==> config.mk <==
export PLATFORM = sky130hd
export DESIGN_NAME = ocwc_compositor
export DESIGN_NICKNAME = d
export VERILOG_FILES = /design/src/ocwc_pkg.sv /design/src/ocwc_compositor.sv
export VERILOG_INCLUDE_DIRS = /design/src
export SDC_FILE = /design/constraint.sdc
export NUM_CORES = 1
export LEC_CHECK = 0
export BUFFER_PORTS_ARGS = -buffer_cell sky130_fd_sc_hd__buf_2
export CAP_MARGIN = 20
export CORE_UTILIZATION = 45
export DETAILED_ROUTE_END_ITERATION = 16
export SLEW_MARGIN = 30
export SYNTH_ARGS = -nofsm -noshare
export SYNTH_HDL_FRONTEND = slang
export SYNTH_SLANG_ARGS = --single-unit
export TNS_END_PERCENT = 100
==> constraint.sdc <==
create_clock -name clk_i -period 5.7 [get_ports clk_i]
set_clock_uncertainty 0.05 [all_clocks]
set_input_delay 1.425 -clock clk_i [delete_from_list [all_inputs] [get_ports clk_i]]
set_output_delay 1.425 -clock clk_i [all_outputs]
set_load 0.005 [all_outputs]
==> src/ocwc_regs.svh <==
// Purpose: Offsets, field positions, reset values and counts
// Assumes: Byte-addressed Wishbone map, 16-bit registers
// Notes:   Definitions only
`ifndef OCWC_REGS_SVH
`define OCWC_REGS_SVH

// ---------------------------------------------------------------
// Register byte offsets
// ---------------------------------------------------------------
`define OCWC_OFF_CTL0   8'h00
`define OCWC_OFF_POS    8'h04
`define OCWC_OFF_EXT    8'h08
`define OCWC_OFF_RANK   8'h0C
`define OCWC_OFF_WROW0  8'h10
`define OCWC_OFF_WCOL0  8'h20
`define OCWC_OFF_STAT   8'h30

// ---------------------------------------------------------------
// Write masks (reserved bits stay zero) and reset values
// ---------------------------------------------------------------
`define OCWC_MSK_CTL0   16'h0003
`define OCWC_MSK_POS    16'hFFFF
`define OCWC_MSK_EXT    16'hFFFF
`define OCWC_MSK_RANK   16'h3333
`define OCWC_MSK_WROW   16'hBF3F
`define OCWC_MSK_WCOL   16'h1F9F
`define OCWC_RST_REG    16'h0000
`define OCWC_RST_RANK   16'h3210

// ---------------------------------------------------------------
// Field positions
// ---------------------------------------------------------------
`define OCWC_CTL0_EXT   0
`define OCWC_CTL0_BLK   1
`define OCWC_WROW_EN    15
`define OCWC_WCOL_SHA   7

// ---------------------------------------------------------------
// Geometry and timing counts
// ---------------------------------------------------------------
`define OCWC_CELL_W     12'h00C
`define OCWC_CELL_H     12'h012
`define OCWC_AREA_W     12'h168
`define OCWC_AREA_H     12'h10E
`define OCWC_HP_STEP    12'h006
`define OCWC_VP_STEP    12'h004
`define OCWC_CNT_MAX    12'hFFF

`endif

==> src/ocwc_pkg.sv <==
// Purpose: Shared types of the OSD color and window compositor
// Assumes: Constants live in ocwc_regs.svh
// Notes:   Types only
package ocwc_pkg;

	// ---------------------------------------------------------------
	// Types
	// ---------------------------------------------------------------
	typedef logic [11:0] ocwc_coord_t;
	typedef logic [15:0] ocwc_reg_t;
	typedef logic [2:0]  ocwc_rgb_t;

endpackage : ocwc_pkg

==> src/ocwc_compositor.sv <==
// Purpose: Per-dot color, transparency, position and windows
// Assumes: clk_i is the dot clock; sync refs are 1-cycle pulses
// Notes:   Registers over classic Wishbone, 16 bits in low lanes
// What this block does
// - Character blue/green/red from word bits A,9,8
// - Raster blue/green/red from word bits D,C,B
// - Char intensity from selected extended set
// - Raster intensity from selected extended set
// - Extended enabled: select picks stored attribute set
// - Extended disabled: bits give blink, shadow only
// - Font 1 dots char color, 0 raster
// - Multi-color font: OR three patterns first
// - Black raster transparent when transparency enabled
// - Shadow and character dots never transparent
// - Horizontal start delay is position times 6
// - Vertical top margin is position times 4
// - Window rows in font units, 0 to 14
// - Window columns in font units, 0 to 29
// - Per-window shadow width and height fields
// - Shadow size is twice field, dots/lines
// - Window shadow always drawn black
// - Shadow may extend past display area
// - Window starts at start cell's top-left
// - Window ends at stop cell's bottom-right
// - Enabled windows shown, ordered by rank register
// - Rank 0 highest, rank 3 lowest priority
// - Shadow drawn only with shade enable set
`timescale 1ns/1ps
`include "ocwc_regs.svh"

module ocwc_compositor
	import ocwc_pkg::*;
(
	// Clock and reset
	input  wire logic        clk_i,
	input  wire logic        rst_i,
	// Wishbone slave
	input  wire logic        wb_cyc_i,
	input  wire logic        wb_stb_i,
	input  wire logic        wb_we_i,
	input  wire logic [7:0]  wb_adr_i,
	input  wire logic [3:0]  wb_sel_i,
	input  wire logic [31:0] wb_dat_i,
	output logic      [31:0] wb_dat_o,
	output logic             wb_ack_o,
	// Sync references
	input  wire logic        hsync_ref_i,
	input  wire logic        vsync_ref_i,
	// Current cell and dot data
	input  wire logic [15:0] cell_word_i,
	input  wire logic [2:0]  font_bits_i,
	input  wire logic        multi_color_i,
	input  wire logic        char_shadow_i,
	input  wire logic        blink_phase_i,
	// Dot position toward fetch logic
	output logic      [11:0] dot_x_o,
	output logic      [11:0] dot_y_o,
	output logic             dot_valid_o,
	// Video toward the amplifier
	output logic             red_o,
	output logic             green_o,
	output logic             blue_o,
	output logic             intensity_o,
	output logic             osd_drive_o
);

	// ---------------------------------------------------------------
	// Functions
	// ---------------------------------------------------------------
	// Byte-lane write merge, reserved bits masked out
	function automatic ocwc_reg_t wr16(input ocwc_reg_t old,
		input logic [15:0] dat, input logic [1:0] sel,
		input ocwc_reg_t msk);
		ocwc_reg_t bm;
		bm = {{8{sel[1]}}, {8{sel[0]}}} & msk;
		return (old & ~bm) | (dat & bm);
	endfunction : wr16

	// Rectangle of cells, shifted by an offset in dots/lines
	function automatic logic in_rect(input ocwc_coord_t x,
		input ocwc_coord_t y, input logic [3:0] rs,
		input logic [3:0] re, input logic [4:0] cs,
		input logic [4:0] ce, input ocwc_coord_t ox,
		input ocwc_coord_t oy);
		ocwc_coord_t x0;
		ocwc_coord_t x1;
		ocwc_coord_t y0;
		ocwc_coord_t y1;
		x0 = 12'(12'(cs) * `OCWC_CELL_W) + ox;
		x1 = 12'(12'(5'(ce + 5'h01)) * `OCWC_CELL_W) + ox;
		y0 = 12'(12'(rs) * `OCWC_CELL_H) + oy;
		y1 = 12'(12'(5'(re) + 5'h01) * `OCWC_CELL_H) + oy;
		return (x >= x0) && (x < x1) && (y >= y0) && (y < y1);
	endfunction : in_rect

	// ---------------------------------------------------------------
	// Register file state
	// ---------------------------------------------------------------
	ocwc_reg_t   ctl0_ff;
	ocwc_reg_t   pos_ff;
	ocwc_reg_t   ext_ff;
	ocwc_reg_t   rank_ff;
	ocwc_reg_t   wrow_ff     [4];
	ocwc_reg_t   wcol_ff     [4];
	logic        ack_ff;
	logic [31:0] rdat_ff;
	ocwc_reg_t   nxt_ctl0;
	ocwc_reg_t   nxt_pos;
	ocwc_reg_t   nxt_ext;
	ocwc_reg_t   nxt_rank;
	ocwc_reg_t   nxt_wrow    [4];
	ocwc_reg_t   nxt_wcol    [4];
	logic        nxt_ack;
	logic [31:0] nxt_rdat;
	logic        hit;
	logic        wr;
	logic [1:0]  wsel;

	// Timing state
	ocwc_coord_t h_ff;
	ocwc_coord_t v_ff;
	ocwc_coord_t x_ff;
	ocwc_coord_t y_ff;
	logic        xv_ff;
	logic        yv_ff;
	logic        valid_ff;
	ocwc_coord_t nxt_h;
	ocwc_coord_t nxt_v;
	ocwc_coord_t nxt_x;
	ocwc_coord_t nxt_y;
	logic        nxt_xv;
	logic        nxt_yv;
	ocwc_coord_t hoff;
	ocwc_coord_t voff;

	// Output state
	logic        red_ff;
	logic        green_ff;
	logic        blue_ff;
	logic        int_ff;
	logic        drv_ff;
	logic        nxt_red;
	logic        nxt_green;
	logic        nxt_blue;
	logic        nxt_int;
	logic        nxt_drv;

	// ---------------------------------------------------------------
	// Wishbone slave
	// ---------------------------------------------------------------
	// Ack one cycle after the strobe, dropped the cycle after
	assign hit  = wb_cyc_i & wb_stb_i & ~ack_ff;
	assign wr   = hit & wb_we_i;
	assign wsel = wb_sel_i[1:0];

	// Next register values and read data
	always_comb begin
		nxt_ack  = hit;
		nxt_ctl0 = ctl0_ff;
		nxt_pos  = pos_ff;
		nxt_ext  = ext_ff;
		nxt_rank = rank_ff;
		nxt_rdat = rdat_ff;
		for (int w = 0; w < 4; w++) begin
			nxt_wrow[w] = wrow_ff[w];
			nxt_wcol[w] = wcol_ff[w];
		end
		if (wr) begin
			case (wb_adr_i & 8'hFC)
				`OCWC_OFF_CTL0: nxt_ctl0 = wr16(ctl0_ff, wb_dat_i[15:0], wsel, `OCWC_MSK_CTL0);
				`OCWC_OFF_POS:  nxt_pos  = wr16(pos_ff, wb_dat_i[15:0], wsel, `OCWC_MSK_POS);
				`OCWC_OFF_EXT:  nxt_ext  = wr16(ext_ff, wb_dat_i[15:0], wsel, `OCWC_MSK_EXT);
				`OCWC_OFF_RANK: nxt_rank = wr16(rank_ff, wb_dat_i[15:0], wsel, `OCWC_MSK_RANK);
				default: begin
				end
			endcase
			for (int w = 0; w < 4; w++) begin
				if ((wb_adr_i & 8'hFC) == 8'(`OCWC_OFF_WROW0 + 8'(w * 4)))
					nxt_wrow[w] = wr16(wrow_ff[w], wb_dat_i[15:0], wsel, `OCWC_MSK_WROW);
				if ((wb_adr_i & 8'hFC) == 8'(`OCWC_OFF_WCOL0 + 8'(w * 4)))
					nxt_wcol[w] = wr16(wcol_ff[w], wb_dat_i[15:0], wsel, `OCWC_MSK_WCOL);
			end
		end
		// Unmapped offsets read zero and are still acked
		if (hit) begin
			nxt_rdat = 32'h0000_0000;
			case (wb_adr_i & 8'hFC)
				`OCWC_OFF_CTL0: nxt_rdat[15:0] = ctl0_ff;
				`OCWC_OFF_POS:  nxt_rdat[15:0] = pos_ff;
				`OCWC_OFF_EXT:  nxt_rdat[15:0] = ext_ff;
				`OCWC_OFF_RANK: nxt_rdat[15:0] = rank_ff;
				`OCWC_OFF_STAT: nxt_rdat = {4'h0, v_ff, 13'h0000, drv_ff, yv_ff, xv_ff};
				default: begin
				end
			endcase
			for (int w = 0; w < 4; w++) begin
				if ((wb_adr_i & 8'hFC) == 8'(`OCWC_OFF_WROW0 + 8'(w * 4)))
					nxt_rdat[15:0] = wrow_ff[w];
				if ((wb_adr_i & 8'hFC) == 8'(`OCWC_OFF_WCOL0 + 8'(w * 4)))
					nxt_rdat[15:0] = wcol_ff[w];
			end
		end
	end

	// Register file flops
	always_ff @(posedge clk_i) begin
		if (rst_i) begin
			ack_ff  <= 1'b0;
			rdat_ff <= 32'h0000_0000;
			ctl0_ff <= `OCWC_RST_REG;
			pos_ff  <= `OCWC_RST_REG;
			ext_ff  <= `OCWC_RST_REG;
			rank_ff <= `OCWC_RST_RANK;
			for (int w = 0; w < 4; w++) begin
				wrow_ff[w] <= `OCWC_RST_REG;
				wcol_ff[w] <= `OCWC_RST_REG;
			end
		end else begin
			ack_ff  <= nxt_ack;
			rdat_ff <= nxt_rdat;
			ctl0_ff <= nxt_ctl0;
			pos_ff  <= nxt_pos;
			ext_ff  <= nxt_ext;
			rank_ff <= nxt_rank;
			for (int w = 0; w < 4; w++) begin
				wrow_ff[w] <= nxt_wrow[w];
				wcol_ff[w] <= nxt_wcol[w];
			end
		end
	end

	assign wb_ack_o = ack_ff;
	assign wb_dat_o = rdat_ff;

	// ---------------------------------------------------------------
	// Dot and line counters
	// ---------------------------------------------------------------
	// Display origin relative to the sync reference edges
	assign hoff = 12'(12'(pos_ff[15:8]) * `OCWC_HP_STEP);
	assign voff = 12'(12'(pos_ff[7:0]) * `OCWC_VP_STEP);

	// Counters saturate so a missing sync cannot wrap into view
	always_comb begin
		nxt_h = (h_ff == `OCWC_CNT_MAX) ? h_ff : h_ff + 12'h001;
		nxt_v = v_ff;
		if (hsync_ref_i) begin
			nxt_h = 12'h000;
			nxt_v = (v_ff == `OCWC_CNT_MAX) ? v_ff : v_ff + 12'h001;
		end
		if (vsync_ref_i)
			nxt_v = 12'h000;
		nxt_xv = h_ff >= hoff;
		nxt_yv = v_ff >= voff;
		nxt_x  = nxt_xv ? h_ff - hoff : 12'h000;
		nxt_y  = nxt_yv ? v_ff - voff : 12'h000;
	end

	// Counter flops
	always_ff @(posedge clk_i) begin
		if (rst_i) begin
			h_ff  <= 12'h000;
			v_ff  <= 12'h000;
			x_ff  <= 12'h000;
			y_ff  <= 12'h000;
			xv_ff <= 1'b0;
			yv_ff <= 1'b0;
			valid_ff <= 1'b0;
		end else begin
			h_ff  <= nxt_h;
			v_ff  <= nxt_v;
			x_ff  <= nxt_x;
			y_ff  <= nxt_y;
			xv_ff <= nxt_xv;
			yv_ff <= nxt_yv;
			valid_ff <= nxt_xv & nxt_yv;
		end
	end

	assign dot_x_o     = x_ff;
	assign dot_y_o     = y_ff;
	assign dot_valid_o = valid_ff;

	// ---------------------------------------------------------------
	// Window and shadow hit per window
	// ---------------------------------------------------------------
	logic [3:0] win_hit;
	logic [3:0] sha_hit;
	// Area limits 0..14 rows, 0..29 columns are kept by software
	for (genvar w = 0; w < 4; w++) begin : g_win
		ocwc_coord_t sx;
		ocwc_coord_t sy;
		logic        ena;
		logic        in_win;
		logic        in_sha;
		assign ena = wrow_ff[w][`OCWC_WROW_EN];
		assign sx  = 12'({wrow_ff[w][13:12], 1'b0});
		assign sy  = 12'({wrow_ff[w][5:4], 1'b0});
		assign in_win = in_rect(x_ff, y_ff, wrow_ff[w][11:8], wrow_ff[w][3:0],
			wcol_ff[w][12:8], wcol_ff[w][4:0], 12'h000, 12'h000);
		// Shifted copy of the window, not clipped to the area
		assign in_sha = in_rect(x_ff, y_ff, wrow_ff[w][11:8], wrow_ff[w][3:0],
			wcol_ff[w][12:8], wcol_ff[w][4:0], sx, sy);
		assign win_hit[w] = ena & in_win;
		assign sha_hit[w] = ena & ~in_win & in_sha & wcol_ff[w][`OCWC_WCOL_SHA];
	end

	// ---------------------------------------------------------------
	// Dot composition
	// ---------------------------------------------------------------
	logic      font;
	logic [3:0] aset;
	logic      ext_en;
	logic      blink_a;
	logic      shade_a;
	logic      chr;
	logic      cshadow;
	ocwc_rgb_t rcol;
	ocwc_rgb_t ccol;
	logic      top_win;
	logic      top_sha;
	logic [1:0] wid;
	// Font dot, attributes and colors of the current cell
	always_comb begin
		ext_en  = ctl0_ff[`OCWC_CTL0_EXT];
		font    = multi_color_i ? |font_bits_i : font_bits_i[0];
		aset    = ext_ff[{cell_word_i[15:14], 2'b00} +: 4];
		blink_a = ext_en ? aset[3] : cell_word_i[15];
		shade_a = ext_en ? aset[2] : cell_word_i[14];
		ccol    = {cell_word_i[8], cell_word_i[9], cell_word_i[10]};
		rcol    = {cell_word_i[11], cell_word_i[12], cell_word_i[13]};
		chr     = font & ~(blink_a & blink_phase_i);
		cshadow = shade_a & ~chr & char_shadow_i;
	end

	// Highest priority hit; rank 3 walked first, rank 0 last
	always_comb begin
		top_win = 1'b0;
		top_sha = 1'b0;
		for (int k = 3; k >= 0; k--) begin
			wid = rank_ff[4 * k +: 2];
			if (win_hit[wid] | sha_hit[wid]) begin
				top_win = win_hit[wid];
				top_sha = sha_hit[wid];
			end
		end
	end

	// Color selection per dot
	always_comb begin
		nxt_red   = 1'b0;
		nxt_green = 1'b0;
		nxt_blue  = 1'b0;
		nxt_int   = 1'b0;
		nxt_drv   = 1'b0;
		if (xv_ff & yv_ff) begin
			if (top_sha) begin
				nxt_drv = 1'b1;
			end else if (top_win) begin
				if (chr) begin
					{nxt_red, nxt_green, nxt_blue} = ccol;
					nxt_int = ext_en & aset[0];
					nxt_drv = 1'b1;
				end else if (cshadow) begin
					nxt_drv = 1'b1;
				end else begin
					{nxt_red, nxt_green, nxt_blue} = rcol;
					nxt_int = ext_en & aset[1];
					// Black raster lets main video through
					nxt_drv = ~(ctl0_ff[`OCWC_CTL0_BLK] && rcol == 3'h0);
					if (!nxt_drv)
						nxt_int = 1'b0;
				end
			end
		end
	end

	// Output flops
	always_ff @(posedge clk_i) begin
		if (rst_i) begin
			red_ff   <= 1'b0;
			green_ff <= 1'b0;
			blue_ff  <= 1'b0;
			int_ff   <= 1'b0;
			drv_ff   <= 1'b0;
		end else begin
			red_ff   <= nxt_red;
			green_ff <= nxt_green;
			blue_ff  <= nxt_blue;
			int_ff   <= nxt_int;
			drv_ff   <= nxt_drv;
		end
	end

	assign red_o       = red_ff;
	assign green_o     = green_ff;
	assign blue_o      = blue_ff;
	assign intensity_o = int_ff;
	assign osd_drive_o = drv_ff;

endmodule : ocwc_compositor

* Word level (Yosys, flattened, before mapping) *
Memory sizes are Yosys's and may differ from the RTL's.
Index checks and enable logic that the tools add are counted.

operators by class
  shifts and indexed selects = 1
  multiply operators = 17
  bitwise gates (word level) = 86
  equality and inequality tests = 14
  multiplexer cells = 71
  $lt $le $gt $ge = 38
  reduce and logical (&&, ||, !) cells = 39
  $add $sub $neg = 28

operators by type and width
  cell                                                                 number
  16-bit two-way mux                                                   24
  16-bit bitwise AND                                                   14
  16-bit OR                                                            12
  64-bit two-way mux                                                   2
  9-bit by 3-bit adder with 10-bit output                              12
  12-bit by 10-bit greater-or-equal comparator with 1-bit output       9
  12-bit by 9-bit greater-or-equal comparator with 1-bit output        8
  16-bit case mux with 5 select lines                                  1
  5-bit by 2-bit multiplier with 7-bit output (second input constant)  8
  12-bit by 10-bit less-than comparator with 1-bit output              4
  12-bit by 11-bit less-than comparator with 1-bit output              4
  12-bit less-than comparator                                          4
  12-bit by 9-bit less-than comparator with 1-bit output               4
  10-bit by 3-bit adder with 11-bit output                             4
  5-bit by 4-bit multiplier with 9-bit output (second input constant)  4
  1-bit two-way mux                                                    35
  4-bit by 4-bit multiplier with 8-bit output (second input constant)  4
  16-bit NOT                                                           2
  6-bit by 4-bit == test with 1-bit output (second input constant)     5
  1-bit bitwise AND                                                    27
  1-bit logical AND                                                    25
  12-bit by 1-bit adder with 12-bit output (second input constant)     2
  12-bit == test (second input constant)                               2
  6-bit by 3-bit == test with 1-bit output (second input constant)     4
  other kinds (26)                                                     74

storage, ports and cells
  memory bits (writable) = 128
  input port bits = 73
  flip-flop bits (word level) = 153
  memories kept = 2

memory list
  name     depth  bits a word  rd ports  clocked after Yosys merged registers in  write ports  RTL line                source
  wcol_ff  4      16           4         0                                        4            ocwc_compositor.sv:104  ocwc_reg_t wcol_ff [4];
  wrow_ff  4      16           4         0                                        4            ocwc_compositor.sv:103  ocwc_reg_t wrow_ff [4];

* Logic depth before layout (Yosys ltp) *
An unclocked memory read counts as a cell.

  depth after elaboration = 20
  gate-level depth with buffers = 23
  gate-level depth less buffers = 23

* Worst setup path after synthesis *
No wires, ideal clock.

  path type = flip-flop to flip-flop
  from = register (tool-made name)
  to = register int_ff (netlist: intensity_o)
  setup time = 0.115 ns
  buffers on the path = 1
  arrival = 4.336 ns
  slack = 1.199 ns
  cell stages (with the launch flop) = 22
  data required time = 5.535 ns
  cells stage by stage = dfxtp_1 > clkbuf_1 > inv_1 > ha_1 > inv_1 > ha_1 > a21o_1 > a21o_1 > xnor2_1 > nor3_1 > nand3_1 > or3_1 > ha_1 > a2111oi_0 > nand3_1 > a2111oi_0 > nand4_1 > o211ai_1 > a21oi_2 > o21ai_2 > a21oi_2 > and3_1

RTL lines
  item                  RTL line                source
  to (signal assigned)  ocwc_compositor.sv:389  int_ff <= nxt_int;
  to (decl)             ocwc_compositor.sv:140  logic int_ff;

==> results.cfg <==
[outcome]
status = complete, no violations

[floorplan]
die_area_mm2 = 0.0466
die_h_um = 216
initial_core_util_pct = 46.1
dieWidth_um = 216
core_area_mm2 = 0.0446
fp-row-count = 77
ios = 136

[worst_setup_path]
crit_path_end_kind = flip-flop
r2r_end = intensity_o
crit_arrival_ns = 5.72
path_class = flip-flop to flip-flop
r2r_slack_ns = 0.40
reg2regPathDepth = 21
timing.critical_path.to = intensity_o
crit_fanout = 4
required_ns = 6.11
startpoint_type = flip-flop

[hold_path]
hold_path_class = flip-flop to flip-flop

[cells_and_area]
final_area_mm2 = 0.0228
syn_to_final_growth_pct = 10.9
fin_cells = 3264
finish.net_count = 3136
post-route-util_pct = 51.1
drive_above_1_share_pct = 8.61
fillCellCount = 4384

[clocking]
postCtsSetupRepairBufs = 0
cts_sinks = 223
h-tree-depth = 1
cts_buffer_depth = 3
cts_tree = done
numCtsBuffers = 27
ctsResizeCount = 0
hold_buffers = 0
cts_root_buf = clkbuf_16
insertion_delay_ns = 0.57
clk_pin_slew_ns = 0.06

[synth]
synth_cell_type_count = 78
syn_avg_cell_area_um2 = 7.99
synth_area_leaders = ha_1 24%, dfxtp_1 22%, a21oi_1 6.4%
synth_top_area_cell = ha_1
syn_area_mm2 = 0.0206
synthFlopType = dfxtp_1
synth_edf_count = 0
synth_top_area_share_pct = 24.0
yosys_warnings = 0
yosysSeqAreaShare_pct = 21.7
postSynthCellCount = 2573
async_reset_ff_share_pct = 0
synth_seq_cells = 223

[detailed_routing]
drt_iter0_drc = 1372
num_vias = 19200
postRouteAntennaNets = 0
viasPerCell = 5.90
drt_wl_total_um = 66500
drt_pre_antenna_iters = 5
wl_per_cell_um = 20.4
drc_errors = 0

[power_and_ir_drop]
switching_share_pct = 24.5
intPower_mw = 2.81
leakagePower_nw = 9.96
ir_worst_vdd_uv = 194
power_switching_mw = 0.915
power_frac_seq_pct = 42.4
combPwrFrac_pct = 5.6
clock_power_share_pct = 52.0
powerDensity_mw_per_mm2 = 164

[place]
hpwl_um = 52100
gp_congestion = 0.929
dp_cells = 3212
preCtsSetupSlack_ns = 0.507
placedInstanceArea_mm2 = 0.0218
io_buffers = 103

[sta]
setup_viol = 0
finalCritPeriodShare_pct = 93.0
worst_slack_ns = 0.396
maxSlewHeadroom_pct = 32.7
max_freq_mhz = 189
rsz0062_at_grt = false
hold_viol = 0
min_period_ns = 5.30
tns_ns = 0
worst_pin_slew_ns = 1.01
drv_slew = 0

[global_route]
grt_first_pass_wirelength_um = 103000
grtUsageTotal_pct = 28.0
grt_overflow = 0
grt_max_degree = 68
grt_pass1_vias = 18600
grt_antenna_before_repair = 2

[job]
cap_viol_max_count = 0
metal layers:
layer  vias up  GRT usage (%)  share of wire [%]
li1       9383              -                  -
met1      9177           37.9                 45
met2       595           46.8                 46
met3        91           3.09                5.6
met4         0           8.04                2.7
met5         -              0                  0
Yosys cell counts (14+ instances only):
cell / n
a21o_1: 55
xnor2_1: 127
mux2i_1: 14
dfxtp_1: 223
nor2_1: 154
fa_1: 20
nand2b_1: 17
nor3_1: 46
o21a_1: 17
ha_1: 394
nand2_1: 266
inv_1: 175
a21oi_1: 262
nor2b_1: 24
o21ai_0: 55
and3_1: 14
nand3_1: 221
a221oi_1: 14
or3_1: 24
a211oi_1: 21
a22oi_1: 34
clkbuf_1: 94
o211ai_1: 15
xor2_1: 61
nand4_1: 37
per-stage QoR:
stage / power, mW / hold WS (ns)
after floorplan: 1.73 / 0.396
after global placement: 1.82 / 0.390
after detailed placement: 1.82 / 0.395
after CTS: 3.75 / 0.408
after global routing: 3.84 / 0.419
final: 3.73 / 0.408
worst min-delay path by stage:
stage	cells after the start	start	to	slack [ns]
after floorplan	2	flip-flop	flip-flop	0.40
after global placement	2	wb_dat_o[20]	wb_dat_o[20]	0.39
after detailed placement	2	wb_dat_o[17]	wb_dat_o[17]	0.40
after CTS	2	wb_dat_o[27]	wb_dat_o[27]	0.41
after global routing	2	wb_dat_o[17]	wb_dat_o[17]	0.42
final	2	wb_dat_o[27]	wb_dat_o[27]	0.41
logic make-up after synthesis:
| kind of cell | count (synthesis) | share of synthesized area [%] |
|---|---|---|
| other | 2 | 0.0365 |
| muxes | 21 | 1.28 |
| adders and majority gates | 414 | 25.9 |
| AOI/OAI and AO/OA | 581 | 18.0 |
| DFF | 223 | 21.7 |
| and+or+nand+nor | 864 | 19.9 |
| buffers and inverters | 280 | 5.20 |
| xor gates and xnor gates | 188 | 8.00 |
placed cells by master (no fill, tap or decap), types with 13 or more instances in the layout:
cell type	n
a21oi_1	262
buf_4	43
inv_1	175
o211ai_1	15
o21a_1	17
fa_1	20
a221oi_1	14
dfxtp_1	223
mux2i_1	14
nor2_1	150
or3_1	24
nand3_1	221
nor2b_1	24
nor3_1	44
nand2b_1	17
o21ai_0	55
a21o_1	55
a22oi_1	34
xor2_1	61
clkbuf_16	27
xnor2_1	127
nor4_1	13
nand2_1	266
nand4_1	37
a211oi_1	21
buf_2	102
ha_1	394
area by class of cell:
class | instances | area (µm²) | area share (%)
tap | 592 | 741 | 3.25
inverter | 175 | 657 | 2.88
clock inverter | 15 | 236 | 1.04
clock buffer | 35 | 766 | 3.36
multi-input combinational | 2076 | 15100 | 66.2
antenna | 2 | 5.00 | 0.0219
timing repair buffer | 146 | 845 | 3.70
sequential | 223 | 4460 | 19.6
critical path: stages, from the launching register on:
cell and delay (ns):
dfxtp_1 0.36, ha_1 0.23, nand3_1 0.14, inv_1 0.06, ha_1 0.29, ha_1 0.16, inv_1 0.05, fa_1 0.40
xor2_1 0.26, inv_1 0.09, or3_1 0.34, o31a_1 0.29, ha_1 0.21, a221oi_1 0.36, o2111ai_1 0.24, nor4b_2 0.66
nand3_1 0.17, o211ai_1 0.17, a21oi_2 0.12, o21ai_2 0.19, a21oi_2 0.13, and3_1 0.21
power groups by stage:
| stage | Clock (mW) | Sequential (mW) | Combinational (mW) |
|---|---|---|---|
| 2_1_floorplan | 0 | 1.61 | 0.119 |
| 6_report | 1.94 | 1.58 | 0.211 |
| 4_1_cts | 1.96 | 1.58 | 0.206 |
| 3_3_place_gp | 0 | 1.61 | 0.203 |
| 3_5_place_dp | 0 | 1.61 | 0.206 |
| 5_1_grt | 2.03 | 1.58 | 0.226 |
Note: power is estimated with default switching activity, not from simulation.
